`src/inc/tcie_pkg.sv`:
```
// Package for the timer compare, interval and event counter block
package tcie_pkg;
  // ------------------------------------------------------------
  // Register map (byte addresses)
  // ------------------------------------------------------------
  localparam logic [7:0] ADDR_CTRL_A = 8'h00;
  localparam logic [7:0] ADDR_CTRL_B = 8'h04;
  localparam logic [7:0] ADDR_INPUT_CTRL = 8'h08;
  localparam logic [7:0] ADDR_PERIOD = 8'h0C;
  localparam logic [7:0] ADDR_DUTY = 8'h10;
  localparam logic [7:0] ADDR_COUNT = 8'h14;
  localparam logic [7:0] ADDR_STATUS = 8'h18;
  // ------------------------------------------------------------
  // Field positions
  // ------------------------------------------------------------
  localparam int CTRL_A_ENABLE_BIT = 7;
  localparam int CTRL_B_SRC_BIT = 5;
  localparam int CTRL_B_MODE_LSB = 0;
  localparam int CTRL_B_OE0_BIT = 3;
  localparam int CTRL_B_OE1_BIT = 4;
  localparam int MODE_W = 3;
  localparam int STAT_ARM_BIT = 0;
  localparam int STAT_RUN_BIT = 1;
  // ------------------------------------------------------------
  // Modes and reset values
  // ------------------------------------------------------------
  localparam logic [2:0] MODE_INTERVAL = 3'h0;
  localparam logic [2:0] MODE_EVENT = 3'h1;
  localparam logic [2:0] MODE_EXT_TRIG = 3'h2;
  localparam logic [2:0] MODE_PWM = 3'h6;
  localparam logic [15:0] CMP_RESET = 16'h0000;
  localparam logic [15:0] CNT_ZERO = 16'h0000;
  localparam logic [15:0] CNT_ONE = 16'h0001;
  localparam logic [1:0] RESP_OKAY = 2'h0;
  localparam logic [1:0] RESP_SLVERR = 2'h2;
endpackage

```
`src/design/tcie_timer.sv`:
```
// Timer channel with buffered compares, interval and event count modes
//
// Our own choices: the AXI4-Lite slave port and the register offsets.
`timescale 1ns/1ps
module tcie_timer
#(
  parameter int CNT_W = 16
)
(
  input wire logic clk,
  input wire logic sys_rst,
  input wire logic [7:0] s_axi_awaddr,
  input wire logic s_axi_awvalid,
  output logic s_axi_awready,
  input wire logic [31:0] s_axi_wdata,
  input wire logic [3:0] s_axi_wstrb,
  input wire logic s_axi_wvalid,
  output logic s_axi_wready,
  output logic [1:0] s_axi_bresp,
  output logic s_axi_bvalid,
  input wire logic s_axi_bready,
  input wire logic [7:0] s_axi_araddr,
  input wire logic s_axi_arvalid,
  output logic s_axi_arready,
  output logic [31:0] s_axi_rdata,
  output logic [1:0] s_axi_rresp,
  output logic s_axi_rvalid,
  input wire logic s_axi_rready,
  input wire logic count_clk_ext,
  input wire logic event_trigger_pin,
  output logic match0_irq,
  output logic match1_irq,
  output logic compare0_out_pin,
  output logic compare1_out_pin
);
  // ------------------------------------------------------------
  // Write channel: address and data taken in either order
  // ------------------------------------------------------------
  logic aw_held_r;
  logic w_held_r;
  logic [7:0] aw_addr_r;
  logic [31:0] w_data_r;
  logic [3:0] w_strb_r;
  logic bvalid_r;
  logic [1:0] bresp_r;
  logic wr_go;
  logic wr_hit;
  logic [7:0] wr_addr;
  logic [31:0] wr_data;
  logic [3:0] wr_strb;

  assign s_axi_awready = !aw_held_r && !bvalid_r;
  assign s_axi_wready = !w_held_r && !bvalid_r;
  assign wr_addr = aw_held_r ? aw_addr_r : s_axi_awaddr;
  assign wr_data = w_held_r ? w_data_r : s_axi_wdata;
  assign wr_strb = w_held_r ? w_strb_r : s_axi_wstrb;
  assign wr_go = (aw_held_r || (s_axi_awvalid && s_axi_awready))
    && (w_held_r || (s_axi_wvalid && s_axi_wready));
  assign s_axi_bvalid = bvalid_r;
  assign s_axi_bresp = bresp_r;

  always_ff @(posedge clk)
  begin
    if (sys_rst)
    begin
      aw_held_r <= 1'b0;
      w_held_r <= 1'b0;
      aw_addr_r <= 8'h00;
      w_data_r <= 32'h00000000;
      w_strb_r <= 4'h0;
      bvalid_r <= 1'b0;
      bresp_r <= tcie_pkg::RESP_OKAY;
    end
    else
    begin
      if (s_axi_awvalid && s_axi_awready)
        aw_addr_r <= s_axi_awaddr;
      if (s_axi_wvalid && s_axi_wready)
      begin
        w_data_r <= s_axi_wdata;
        w_strb_r <= s_axi_wstrb;
      end
      // Hold only what was really taken, or the address would be lost
      aw_held_r <= wr_go ? 1'b0
        : (aw_held_r || (s_axi_awvalid && s_axi_awready));
      w_held_r <= wr_go ? 1'b0
        : (w_held_r || (s_axi_wvalid && s_axi_wready));
      if (wr_go)
      begin
        bvalid_r <= 1'b1;
        bresp_r <= wr_hit ? tcie_pkg::RESP_OKAY : tcie_pkg::RESP_SLVERR;
      end
      else if (s_axi_bready)
        bvalid_r <= 1'b0;
    end
  end

  // ------------------------------------------------------------
  // Register decode
  // ------------------------------------------------------------
  logic [7:0] ctrl_a_r;
  logic [7:0] ctrl_b_r;
  logic [7:0] input_ctrl_reg_r;
  logic [CNT_W-1:0] compare_period_reg_r;
  logic [CNT_W-1:0] compare_duty_reg_r;
  logic wr_ctrl_a;
  logic wr_ctrl_b;
  logic wr_in;
  logic wr_period;
  logic wr_duty;

  assign wr_ctrl_a = wr_go && wr_addr == tcie_pkg::ADDR_CTRL_A;
  assign wr_ctrl_b = wr_go && wr_addr == tcie_pkg::ADDR_CTRL_B;
  assign wr_in = wr_go && wr_addr == tcie_pkg::ADDR_INPUT_CTRL;
  assign wr_period = wr_go && wr_addr == tcie_pkg::ADDR_PERIOD;
  assign wr_duty = wr_go && wr_addr == tcie_pkg::ADDR_DUTY;
  assign wr_hit = wr_ctrl_a || wr_ctrl_b || wr_in || wr_period || wr_duty
    || wr_addr == tcie_pkg::ADDR_COUNT || wr_addr == tcie_pkg::ADDR_STATUS;

  logic counter_enable_bit;
  logic count_source_select;
  logic [2:0] mode_sel;
  logic out0_enable;
  logic out1_enable;
  logic reload_mode;

  assign counter_enable_bit = ctrl_a_r[tcie_pkg::CTRL_A_ENABLE_BIT];
  assign count_source_select = ctrl_b_r[tcie_pkg::CTRL_B_SRC_BIT];
  assign mode_sel = ctrl_b_r[tcie_pkg::CTRL_B_MODE_LSB +: tcie_pkg::MODE_W];
  assign out0_enable = ctrl_b_r[tcie_pkg::CTRL_B_OE0_BIT];
  assign out1_enable = ctrl_b_r[tcie_pkg::CTRL_B_OE1_BIT];
  assign reload_mode = mode_sel == tcie_pkg::MODE_EXT_TRIG
    || mode_sel == tcie_pkg::MODE_PWM;

  // Byte lanes honoured; 16-bit compares use lanes 0 and 1
  always_ff @(posedge clk)
  begin
    if (sys_rst)
    begin
      ctrl_a_r <= 8'h00;
      ctrl_b_r <= 8'h00;
      input_ctrl_reg_r <= 8'h00;
      compare_period_reg_r <= tcie_pkg::CMP_RESET;
      compare_duty_reg_r <= tcie_pkg::CMP_RESET;
    end
    else
    begin
      if (wr_ctrl_a && wr_strb[0])
        ctrl_a_r <= wr_data[7:0];
      if (wr_ctrl_b && wr_strb[0])
        ctrl_b_r <= wr_data[7:0];
      if (wr_in && wr_strb[0])
        input_ctrl_reg_r <= wr_data[7:0];
      if (wr_period && wr_strb[0])
        compare_period_reg_r[7:0] <= wr_data[7:0];
      if (wr_period && wr_strb[1])
        compare_period_reg_r[15:8] <= wr_data[15:8];
      if (wr_duty && wr_strb[0])
        compare_duty_reg_r[7:0] <= wr_data[7:0];
      if (wr_duty && wr_strb[1])
        compare_duty_reg_r[15:8] <= wr_data[15:8];
    end
  end

  // ------------------------------------------------------------
  // Count clock and counter
  // ------------------------------------------------------------
  logic ext_prev_r;
  logic evt_prev_r;
  logic ext_tick;
  logic evt_tick;
  logic tick;
  logic [CNT_W-1:0] cnt_r;
  logic [CNT_W-1:0] buf0_r;
  logic [CNT_W-1:0] buf1_r;
  logic reload_armed_r;
  logic match0;
  logic match1;

  // Rising edges; the pin inputs are already synchronous to clk
  assign ext_tick = count_clk_ext && !ext_prev_r;
  assign evt_tick = event_trigger_pin && !evt_prev_r;
  // Event mode ignores the source select bit
  assign tick = (mode_sel == tcie_pkg::MODE_EVENT) ? evt_tick
    : (count_source_select ? ext_tick : 1'b1);
  // Matches only on a counting tick so the period is buf0_r+1 ticks
  assign match0 = counter_enable_bit && tick && cnt_r == buf0_r;
  assign match1 = counter_enable_bit && tick && cnt_r == buf1_r;

  always_ff @(posedge clk)
  begin
    if (sys_rst)
    begin
      ext_prev_r <= 1'b0;
      evt_prev_r <= 1'b0;
      cnt_r <= tcie_pkg::CNT_ZERO;
    end
    else
    begin
      ext_prev_r <= count_clk_ext;
      evt_prev_r <= event_trigger_pin;
      if (!counter_enable_bit)
        cnt_r <= tcie_pkg::CNT_ZERO;
      else if (match0)
        cnt_r <= tcie_pkg::CNT_ZERO;
      else if (tick)
        cnt_r <= cnt_r + tcie_pkg::CNT_ONE;
    end
  end

  // ------------------------------------------------------------
  // Compare buffers: anytime write or armed reload
  // ------------------------------------------------------------
  always_ff @(posedge clk)
  begin
    if (sys_rst)
    begin
      buf0_r <= tcie_pkg::CMP_RESET;
      buf1_r <= tcie_pkg::CMP_RESET;
      reload_armed_r <= 1'b0;
    end
    else if (!reload_mode || !counter_enable_bit)
    begin
      // Stopped timer loads directly so a restart uses fresh values
      buf0_r <= compare_period_reg_r;
      buf1_r <= compare_duty_reg_r;
      reload_armed_r <= 1'b0;
    end
    else
    begin
      if (match0 && reload_armed_r)
      begin
        buf0_r <= compare_period_reg_r;
        buf1_r <= compare_duty_reg_r;
      end
      // A new duty write wins over the clearing reload
      if (wr_duty)
        reload_armed_r <= 1'b1;
      else if (match0)
        reload_armed_r <= 1'b0;
    end
  end

  // ------------------------------------------------------------
  // Interrupts and output pins
  // ------------------------------------------------------------
  logic irq0_r;
  logic irq1_r;
  logic tog0_r;
  logic tog1_r;

  always_ff @(posedge clk)
  begin
    if (sys_rst)
    begin
      irq0_r <= 1'b0;
      irq1_r <= 1'b0;
      tog0_r <= 1'b0;
      tog1_r <= 1'b0;
    end
    else
    begin
      irq0_r <= match0;
      irq1_r <= match1;
      if (!counter_enable_bit)
        tog0_r <= 1'b0;
      else if (match0)
        tog0_r <= !tog0_r;
      if (!counter_enable_bit)
        tog1_r <= 1'b0;
      else if (match1)
        tog1_r <= !tog1_r;
    end
  end

  assign match0_irq = irq0_r;
  assign match1_irq = irq1_r;
  assign compare0_out_pin = out0_enable && tog0_r;
  assign compare1_out_pin = out1_enable && tog1_r;

  // ------------------------------------------------------------
  // Read channel
  // ------------------------------------------------------------
  logic rvalid_r;
  logic [31:0] rdata_r;
  logic [1:0] rresp_r;
  logic [31:0] rd_mux;
  logic rd_hit;

  assign s_axi_arready = !rvalid_r;
  assign s_axi_rvalid = rvalid_r;
  assign s_axi_rdata = rdata_r;
  assign s_axi_rresp = rresp_r;

  always_comb
  begin
    rd_mux = 32'h00000000;
    rd_hit = 1'b1;
    unique case (s_axi_araddr)
      tcie_pkg::ADDR_CTRL_A: rd_mux[7:0] = ctrl_a_r;
      tcie_pkg::ADDR_CTRL_B: rd_mux[7:0] = ctrl_b_r;
      tcie_pkg::ADDR_INPUT_CTRL: rd_mux[7:0] = input_ctrl_reg_r;
      tcie_pkg::ADDR_PERIOD: rd_mux[15:0] = compare_period_reg_r;
      tcie_pkg::ADDR_DUTY: rd_mux[15:0] = compare_duty_reg_r;
      tcie_pkg::ADDR_COUNT: rd_mux[15:0] = cnt_r;
      tcie_pkg::ADDR_STATUS:
      begin
        rd_mux[tcie_pkg::STAT_ARM_BIT] = reload_armed_r;
        rd_mux[tcie_pkg::STAT_RUN_BIT] = counter_enable_bit;
      end
      default: rd_hit = 1'b0;
    endcase
  end

  always_ff @(posedge clk)
  begin
    if (sys_rst)
    begin
      rvalid_r <= 1'b0;
      rdata_r <= 32'h00000000;
      rresp_r <= tcie_pkg::RESP_OKAY;
    end
    else if (s_axi_arvalid && s_axi_arready)
    begin
      rvalid_r <= 1'b1;
      rdata_r <= rd_mux;
      rresp_r <= rd_hit ? tcie_pkg::RESP_OKAY : tcie_pkg::RESP_SLVERR;
    end
    else if (s_axi_rready)
      rvalid_r <= 1'b0;
  end
endmodule

```
`config.mk`:
```
export PLATFORM = sky130hd
export DESIGN_NAME = tcie_timer
export DESIGN_NICKNAME = d
export VERILOG_FILES = /design/src/inc/tcie_pkg.sv /design/src/design/tcie_timer.sv
export SDC_FILE = /design/constraint.sdc
export NUM_CORES = 1
export LEC_CHECK = 0
export CORE_UTILIZATION = 34
export DETAILED_ROUTE_END_ITERATION = 10
export DONT_BUFFER_PORTS = 1
export PLACE_DENSITY_LB_ADDON = 0.15
export SKIP_LAST_GASP = 1
export SLEW_MARGIN = 20
export SYNTH_ARGS = -nofsm -noshare
export SYNTH_HDL_FRONTEND = slang
export SYNTH_SLANG_ARGS = --single-unit
```
`constraint.sdc`:
```
create_clock -name clk -period 3.8 [get_ports clk]
set_clock_uncertainty 0.1 [all_clocks]
set_input_delay 1.14 -clock clk [delete_from_list [all_inputs] [get_ports clk]]
set_output_delay 1.14 -clock clk [all_outputs]
set_load 0.005 [all_outputs]
```
==> reports/results.md, run 1 <==
Global routing
* gr usage total: 0.178
* via count of the first global-routing pass: 5516
* wire length of the first global-routing pass: 30400 um
* largest net degree at the start of global routing: 169
* antenna violations before repair: 0
* gr ovfl total: 0

STA
* number of hold-slack violations in the final timing report: 0
* count of final max-slew check failures: 0
* Fmax: 351 MHz
* Tightest Pin Transition: 0.876 ns
* setup repair after global routing missed its margin: false
* final cycle utilization of the critical path: 0.750
* number of setup violations in the final report: 0
* slew margin rel.: 0.400
* final-layout setup total negative slack: 0 ns
* Hold WS: 0.354 ns
* time the worst path needs with I/O delays and setup: 2.85 ns

Critical path
* Worst Setup Start Kind: input pin
* capture point of the worst reg-to-reg path: ctrl_a_r[0]$_SDFFE_PP0P_
* slowest cell delay on critical path: 0.52 ns
* Critical Path Sink Type: register
* crit path max-delay cell type: or4_4
* category of the critical setup timing path: input pin to register
* cells traversed along the worst timing path: or4_4 > nor3_2 > o2111a_1 > nand2b_1 > a221oi_1
* required time at the endpoint of the critical path: 4.02 ns
* setup slack on the worst flop-to-flop path: 1.06 ns
* worst path arrival time: 3.07 ns
* Worst Reg-to-Reg Cells: 6
* Crit Reg-Reg Startpoint: aw_held_r$_SDFF_PP0_
* maximum fanout encountered on the critical timing path: 9

Logic synthesis
* cell area after synthesis: 7500 um2
* simple-gate portion of the synthesized area: 0.197
* library cells used by synthesis: 55
* primary flip-flop cell chosen by synthesis mapping: dfxtp_1
* Avg Cell Area, Syn: 9.27 um2
* number of enable-type register cells in the synthesized netlist: 0
* fraction of synthesized area in multiplexers: 0.140
* sequential fraction of the synthesis area: 0.425
* cell types occupying the most area after synthesis: dfxtp_1 42%, mux2i_1 11%, nand2b_1 6.1%
* synthesized-area fraction occupied by xor and xnor cells: 0.0479
* area share of the largest cell type after synthesis: 0.425
* fraction of the mapped netlist area in compound gates: 0.131
* gate count of the mapped netlist: 809
* main combinational cell family by area after synthesis: simple AND/OR/NAND/NOR gates
* largest area contributor in the synthesized netlist: dfxtp_1
* adder-cell area share of the yosys netlist: 0.00167
* most frequently used cell type in the post-synthesis netlist: dfxtp_1
* flip-flop and latch count after synthesis: 159
* fraction of synthesis flops using an asynchronous set or reset pin: 0
* yosys warns: 0
* top cell types by occurrence after synthesis: 159 x dfxtp_1, 79 x mux2i_1, 73 x nand2b_1

Detailed routing
* number of antenna-violating nets in the routed design: 0
* DR DRC count: 0
* DRC marker count from the first detailed-route iteration: 462
* detailed-route via count: 5609
* detail-routed via count per cell: 5.22
* Post-Route WL: 19200 um
* Routed wire per std cell: 17.9 um
* 1st-pass router iterations: 7

Final layout
* final core occ: 0.392
* area delta synth->final: 11.3%
* number of standard cells in the layout, taps in and fillers out: 1074
* Ant. Diodes: 0
* share of post-route cells with drive strength above 1: 0.0951
* summed area of non-filler cells in the final layout: 8340 um2
* count of nets after finishing: 848
* Filler Cell Count: 2095

Place
* final weighted congestion of routability-driven global placement: 0.785
* Post-DP Area: 7670 um2
* input/output buffers: 0
* HPWL after detailed placement: 13700 um
* instance count after placement with tap cells included: 1040

Floorplanning
* Die Outline Area: 22600 um2
* die extent in x: 150 um
* number of placed I/O pins: 106
* Cell Rows: 53
* Initial Util: 0.352
* Core ar.: 21300 um2
* chip height: 150 um

CTS
* # H-tree levels: 4
* buffer count from post-CTS setup fixing: 0
* Clk Tree Root Cell: clkbuf_16
* number of buffers created by CTS: 17
* total clock sinks: 159
* maximum clock insertion buffer count: 2
* Worst-path clk slew: 0.06 ns
* CTS tree: built
* worst skew pair latency: 0.42 ns
* post-CTS resize count: 0
* number of buffers added to fix hold violations after cts: 0

Power and ir drop
* maximum vdd drop: 0.318 mV
* leakage power total: 3.06 nW
* power density normalized to cell area: 460 nW/um2

Status
* status: completed

Flow run
* maximum capacitance violations: 0

Min path
* launch instance of the worst min-delay path: w_strb_r[1]$_SDFFE_PP0P_
* Cells on Worst Hold Path: 2
* hold crit path type: register to register
* WHS Endpoint: w_strb_r[1]$_SDFFE_PP0P_

-- logic make-up (layout without fill, tap and decap cells) --
family,after synthesis,count (layout)
compound gates,136,136
xor+xnor,41,41
fa+ha+maj,1,1
buf+inv,93,66
flops,159,159
mux,95,95
other cells,1,18
simple gates,283,283
-- report_power, final --
group | leakage, nW | internal (mW) | switching, mW | total, mW
Sequential | 1.29 | 1.70 | 0.0318 | 1.73
Combinational | 1.45 | 0.0848 | 0.119 | 0.204
Clock | 0.323 | 1.20 | 0.697 | 1.90
-- layer usage --
layer	routed length [um]	vias up	global-route usage
met4	439	0	0.0712
met2	9260	127	0.285
met1	8600	2700	0.230
li1	-	2753	-
met5	0	-	0
met3	906	29	0.0400
-- layout by cell type, fill, tap and decap left out, types with 4 or more instances in the layout --
cell type	netlist	routed
nand3_1	7	7
nor2b_1	13	13
dfxtp_1	159	159
xor2_1	20	20
nand4_1	4	4
a222oi_1	14	14
o2111ai_1	4	4
buf_4	18	13
a221oi_1	17	17
conb_1	1	18
clkbuf_16	0	17
and2_1	6	6
o21ai_0	29	29
nor3_1	7	7
nand2_1	62	62
o211ai_1	8	8
mux2i_1	79	79
or3_1	5	5
bufinv_16	0	5
a211oi_1	15	15
mux4_2	7	7
nor4_1	6	5
nand2b_1	73	73
mux2_2	9	9
inv_1	19	19
and3_1	6	6
nand3b_1	11	11
a21oi_1	31	31
nor2_1	68	68
clkinv_4	0	5
xnor2_1	21	21
-- worst max-delay path: cells and delay by family --
kind | cells | cell delay (ns)
AOI/OAI and AO/OA | 2 | 0.83
and+or+nand+nor | 3 | 1.09
-- stage by stage --
stage	power [mW]	setup slack [ns]
final	3.84	0.952
after global routing	3.98	0.795
after CTS	3.89	0.961
after detailed placement	1.98	0.512
after global placement	1.97	0.550
after floorplan	1.96	0.739
-- state kept, by name, indices dropped and copies added, names as in the netlist, 2 cells and up --
signal,flops
buf0_r,16
buf1_r,16
cnt_r,16
compare_duty_reg_r,16
compare_period_reg_r,16
s_axi_rdata,16
w_data_r,16
aw_addr_r,8
ctrl_a_r,8
ctrl_b_r,8
input_ctrl_reg_r,8
w_strb_r,2
-- worst max-delay path by stage --
stage / slack (ns) / start / endpoint
floorplan: 0.74 / s_axi_awaddr[7] / compare_duty_reg_r[10]$_SDFFE_PP0P_
global placement: 0.55 / s_axi_awaddr[7] / compare_period_reg_r[9]$_SDFFE_PP0P_
detailed placement: 0.51 / s_axi_awaddr[7] / compare_period_reg_r[14]$_SDFFE_PP0P_
CTS: 0.96 / s_axi_awaddr[7] / compare_period_reg_r[14]$_SDFFE_PP0P_
global route: 0.80 / s_axi_awaddr[7] / compare_period_reg_r[9]$_SDFFE_PP0P_
finish: 0.95 / s_axi_awaddr[7] / compare_period_reg_r[15]$_SDFFE_PP0P_
-- final cells by class --
type,instances,area [um2],area share
clock buffer,19,453,0.0543
clock inverter,13,211,0.0253
inverter,19,71.3,0.00855
multi-input combinational,574,3970,0.475
sequential,159,3180,0.381
tap,275,344,0.0412
timing repair buffer,15,114,0.0136
Power figures use the tool's default switching activity.
==> run 2, diff against run 1 <==
Settings changed: ABC_AREA set to 1.
Clock period 3.8 ns to 2.3 ns, I/O delays scaled along.
==> reports/results.md, run 2 <==
Status
* status: completed, unchanged

Logic synthesis
* cell types occupying the most area after synthesis: dfxtp_1 40%, nand2_1 13%, nor2_1 9.4%, was dfxtp_1 42%, mux2i_1 11%, nand2b_1 6.1%
* top cell types by occurrence after synthesis: 272 x nand2_1, 201 x nor2_1, 159 x dfxtp_1, was 159 x dfxtp_1, 79 x mux2i_1, 73 x nand2b_1
* most frequently used cell type in the post-synthesis netlist: nand2_1, was dfxtp_1
* primary flip-flop cell chosen by synthesis mapping: dfxtp_1, unchanged
* number of enable-type register cells in the synthesized netlist: 0, unchanged
* yosys warns: 0, unchanged
* area share of the largest cell type after synthesis: 0.396, was 0.425
* library cells used by synthesis: 44, was 55
* sequential fraction of the synthesis area: 0.396, was 0.425
* largest area contributor in the synthesized netlist: dfxtp_1, unchanged
* Avg Cell Area, Syn: 6.61 um2, was 9.27 um2
* fraction of synthesis flops using an asynchronous set or reset pin: 0, unchanged
* flip-flop and latch count after synthesis: 159, unchanged
* gate count of the mapped netlist: 1217, was 809
* cell area after synthesis: 8050 um2, was 7500 um2

STA
* Tightest Pin Transition: 0.555 ns, was 0.876 ns
* setup repair after global routing missed its margin: false, unchanged
* number of hold-slack violations in the final timing report: 0, unchanged
* slew margin rel.: 0.626, was 0.400
* final cycle utilization of the critical path: 0.903
* Fmax: 481 MHz
* final-layout setup total negative slack: 0 ns, unchanged
* min setup slack post-route: 0.223 ns, was 0.952 ns
* number of setup violations in the final report: 0, unchanged
* time the worst path needs with I/O delays and setup: 2.08 ns
* count of final max-slew check failures: 0, unchanged

Critical path
* required time at the endpoint of the critical path: 2.51 ns, was 4.02 ns
* Worst Setup Start Kind: register, was input pin
* Crit Reg-Reg Startpoint: cnt_r[12]$_SDFFE_PP0N_, was aw_held_r$_SDFF_PP0_
* count of buffering cells on the critical path with inverters included: 2, was 0
* Top Family by Delay on Critical Path: simple AND/OR/NAND/NOR gates, unchanged
* slowest cell delay on critical path: 0.34 ns, was 0.52 ns
* setup slack on the worst flop-to-flop path: 0.22 ns, was 1.06 ns
* crit path max-delay cell type: dfxtp_1, was or4_4
* worst path arrival time: 2.29 ns, was 3.07 ns
* capture point of the worst reg-to-reg path: buf0_r[3]$_SDFFE_PP0P_, was ctrl_a_r[0]$_SDFFE_PP0P_
* category of the critical setup timing path: register to register, was input pin to register
* maximum fanout encountered on the critical timing path: 64, was 9
* cells traversed along the worst timing path: buf_4 > nand2_1 > nand2_1 > nor2_1 > nand2_1 > nor2_1 > nand4_2 > buf_12 > a21oi_1 > nor2_1, was or4_4 > nor3_2 > o2111a_1 > nand2b_1 > a221oi_1
* Critical Path Sink Type: register, unchanged
* Worst Reg-to-Reg Cells: 10, was 6

Final layout
* area delta synth->final: 15.2%, was 11.3%
* Filler Cell Count: 2445, was 2095
* share of post-route cells with drive strength above 1: 0.103, was 0.0951
* final core occ: 0.404, was 0.392
* count of nets after finishing: 1306, was 848
* Ant. Diodes: 0, unchanged
* highest-count cells in the layout ignoring fill and taps: 272 x nand2_1, 201 x nor2_1, 158 x dfxtp_1, was 159 x dfxtp_1, 79 x mux2i_1, 73 x nand2b_1
* most common cell after layout, fill and taps aside: nand2_1, was dfxtp_1

CTS
* number of buffers created by CTS: 17, unchanged
* number of buffers added to fix hold violations after cts: 0, unchanged
* CTS tree: built, unchanged
* Worst-path clk slew: 0.07 ns, was 0.06 ns
* buffer count from post-CTS setup fixing: 0, unchanged
* total clock sinks: 159, unchanged
* Clk Tree Root Cell: clkbuf_16, unchanged
* maximum clock insertion buffer count: 2, unchanged
* post-CTS resize count: 0, unchanged
* # H-tree levels: 4, unchanged
* worst skew pair latency: 0.43 ns, was 0.42 ns

Global routing
* largest net degree at the start of global routing: 66, was 169
* antenna violations before repair: 0, unchanged
* gr usage total: 0.197, was 0.178
* gr ovfl total: 0, unchanged
* via count of the first global-routing pass: 6551, was 5516
* wire length of the first global-routing pass: 36500 um, was 30400 um

Min path
* WHS Endpoint: s_axi_rdata[15]$_SDFFE_PP0P_, was w_strb_r[1]$_SDFFE_PP0P_
* launch instance of the worst min-delay path: sys_rst, was w_strb_r[1]$_SDFFE_PP0P_
* hold crit path type: input pin to register, was register to register
* Cells on Worst Hold Path: 1, was 2

Power and ir drop
* leakage power total: 3.80 nW, was 3.06 nW
* maximum vdd drop: 0.424 mV, was 0.318 mV
* power density normalized to cell area: 721 nW/um2, was 460 nW/um2

Detailed routing
* number of antenna-violating nets in the routed design: 0, unchanged
* detailed-route via count: 7231, was 5609
* detail-routed via count per cell: 4.61, was 5.22
* 1st-pass router iterations: 5, was 7
* Post-Route WL: 23300 um, was 19200 um
* DRC marker count from the first detailed-route iteration: 566, was 462
* DR DRC count: 0, unchanged
* Routed wire per std cell: 14.8 um, was 17.9 um

Floorplanning
* chip height: 156 um, was 150 um
* Die Outline Area: 24300 um2, was 22600 um2
* Core ar.: 22900 um2, was 21300 um2
* number of placed I/O pins: 106, unchanged
* Initial Util: 0.351, was 0.352
* Cell Rows: 55, was 53
* die extent in x: 156 um, was 150 um

Place
* HPWL after detailed placement: 17000 um, was 13700 um
* input/output buffers: 0, unchanged
* final weighted congestion of routability-driven global placement: 0.828, was 0.785
* post-placement worst setup slack: 0.0579 ns, was 0.512 ns

Flow run
* maximum capacitance violations: 0, unchanged

run 2: cell type report:
class                      instances  area (um2)  share of cell area
multi-input combinational        844        3970               0.429
sequential                       159        3180               0.344
inverter                         166         624              0.0674
timing repair buffer              56         470              0.0508
clock buffer                      22         464              0.0501
tap                              313         392              0.0423
clock inverter                    10         159              0.0171
run 2: power breakdown:
part / switching (mW) / total [mW] / internal (mW)
Sequential: 0.0549 / 2.90 / 2.85
Combinational: 0.504 / 0.741 / 0.237
Clock: 1.17 / 3.04 / 1.87
Total: 1.73 / 6.69 / 4.96
run 2: layer usage:
metal  vias up  share of wire  track usage  wire length, um
li1       3862              -            -                -
met1      3208           0.50        0.277            11700
met2       147           0.44        0.305            10300
met3        14          0.043       0.0431             1000
met4         0          0.011       0.0453              250
met5         -              0            0                0
run 2: kinds of logic (layout without fill, tap and decap cells):
logic type	after synthesis	after routing	synth area share
fa+ha+maj	1	1	0.00155
flops	159	159	0.396
compound gates	201	201	0.138
buf+inv	232	254	0.121
xor+xnor	20	20	0.0218
other cells	1	18	0.000466
simple gates	603	604	0.322
run 2: how the worst max path moves through the flow:
| stage | startpoint | to | slack (ns) | cells after the start |
|---|---|---|---|---|
| 6_report | cnt_r[12]$_SDFFE_PP0N_ | buf0_r[3]$_SDFFE_PP0P_ | 0.22 | 10 |
| 5_1_grt | aw_held_r$_SDFF_PP0_ | compare_period_reg_r[10]$_SDFFE_PP0P_ | 0.06 | 10 |
| 4_1_cts | aw_held_r$_SDFF_PP0_ | s_axi_awready | 0.11 | 3 |
| 3_5_place_dp | s_axi_araddr[0] | s_axi_rdata[12]$_SDFFE_PP0P_ | 0.06 | 7 |
| 3_3_place_gp | s_axi_araddr[0] | s_axi_rdata[12]$_SDFFE_PP0P_ | 0.06 | 7 |
| 2_1_floorplan | event_trigger_pin | buf0_r[12]$_SDFFE_PP0P_ | 0.16 | 9 |
run 2: metrics by stage:
| stage | hold slack [ns] | power (mW) | cell area (um2) | cells |
|---|---|---|---|---|
| after global placement | 0.337 | 3.69 | 8630 | 1537 |
| after floorplan | 0.329 | 3.49 | 8110 | 1234 |
| after detailed placement | 0.341 | 3.70 | 8630 | 1537 |
| final | 0.225 | 6.69 | 9270 | 1570 |
| after global routing | 0.206 | 6.98 | 9270 | 1570 |
| after CTS | 0.209 | 6.74 | 9250 | 1569 |
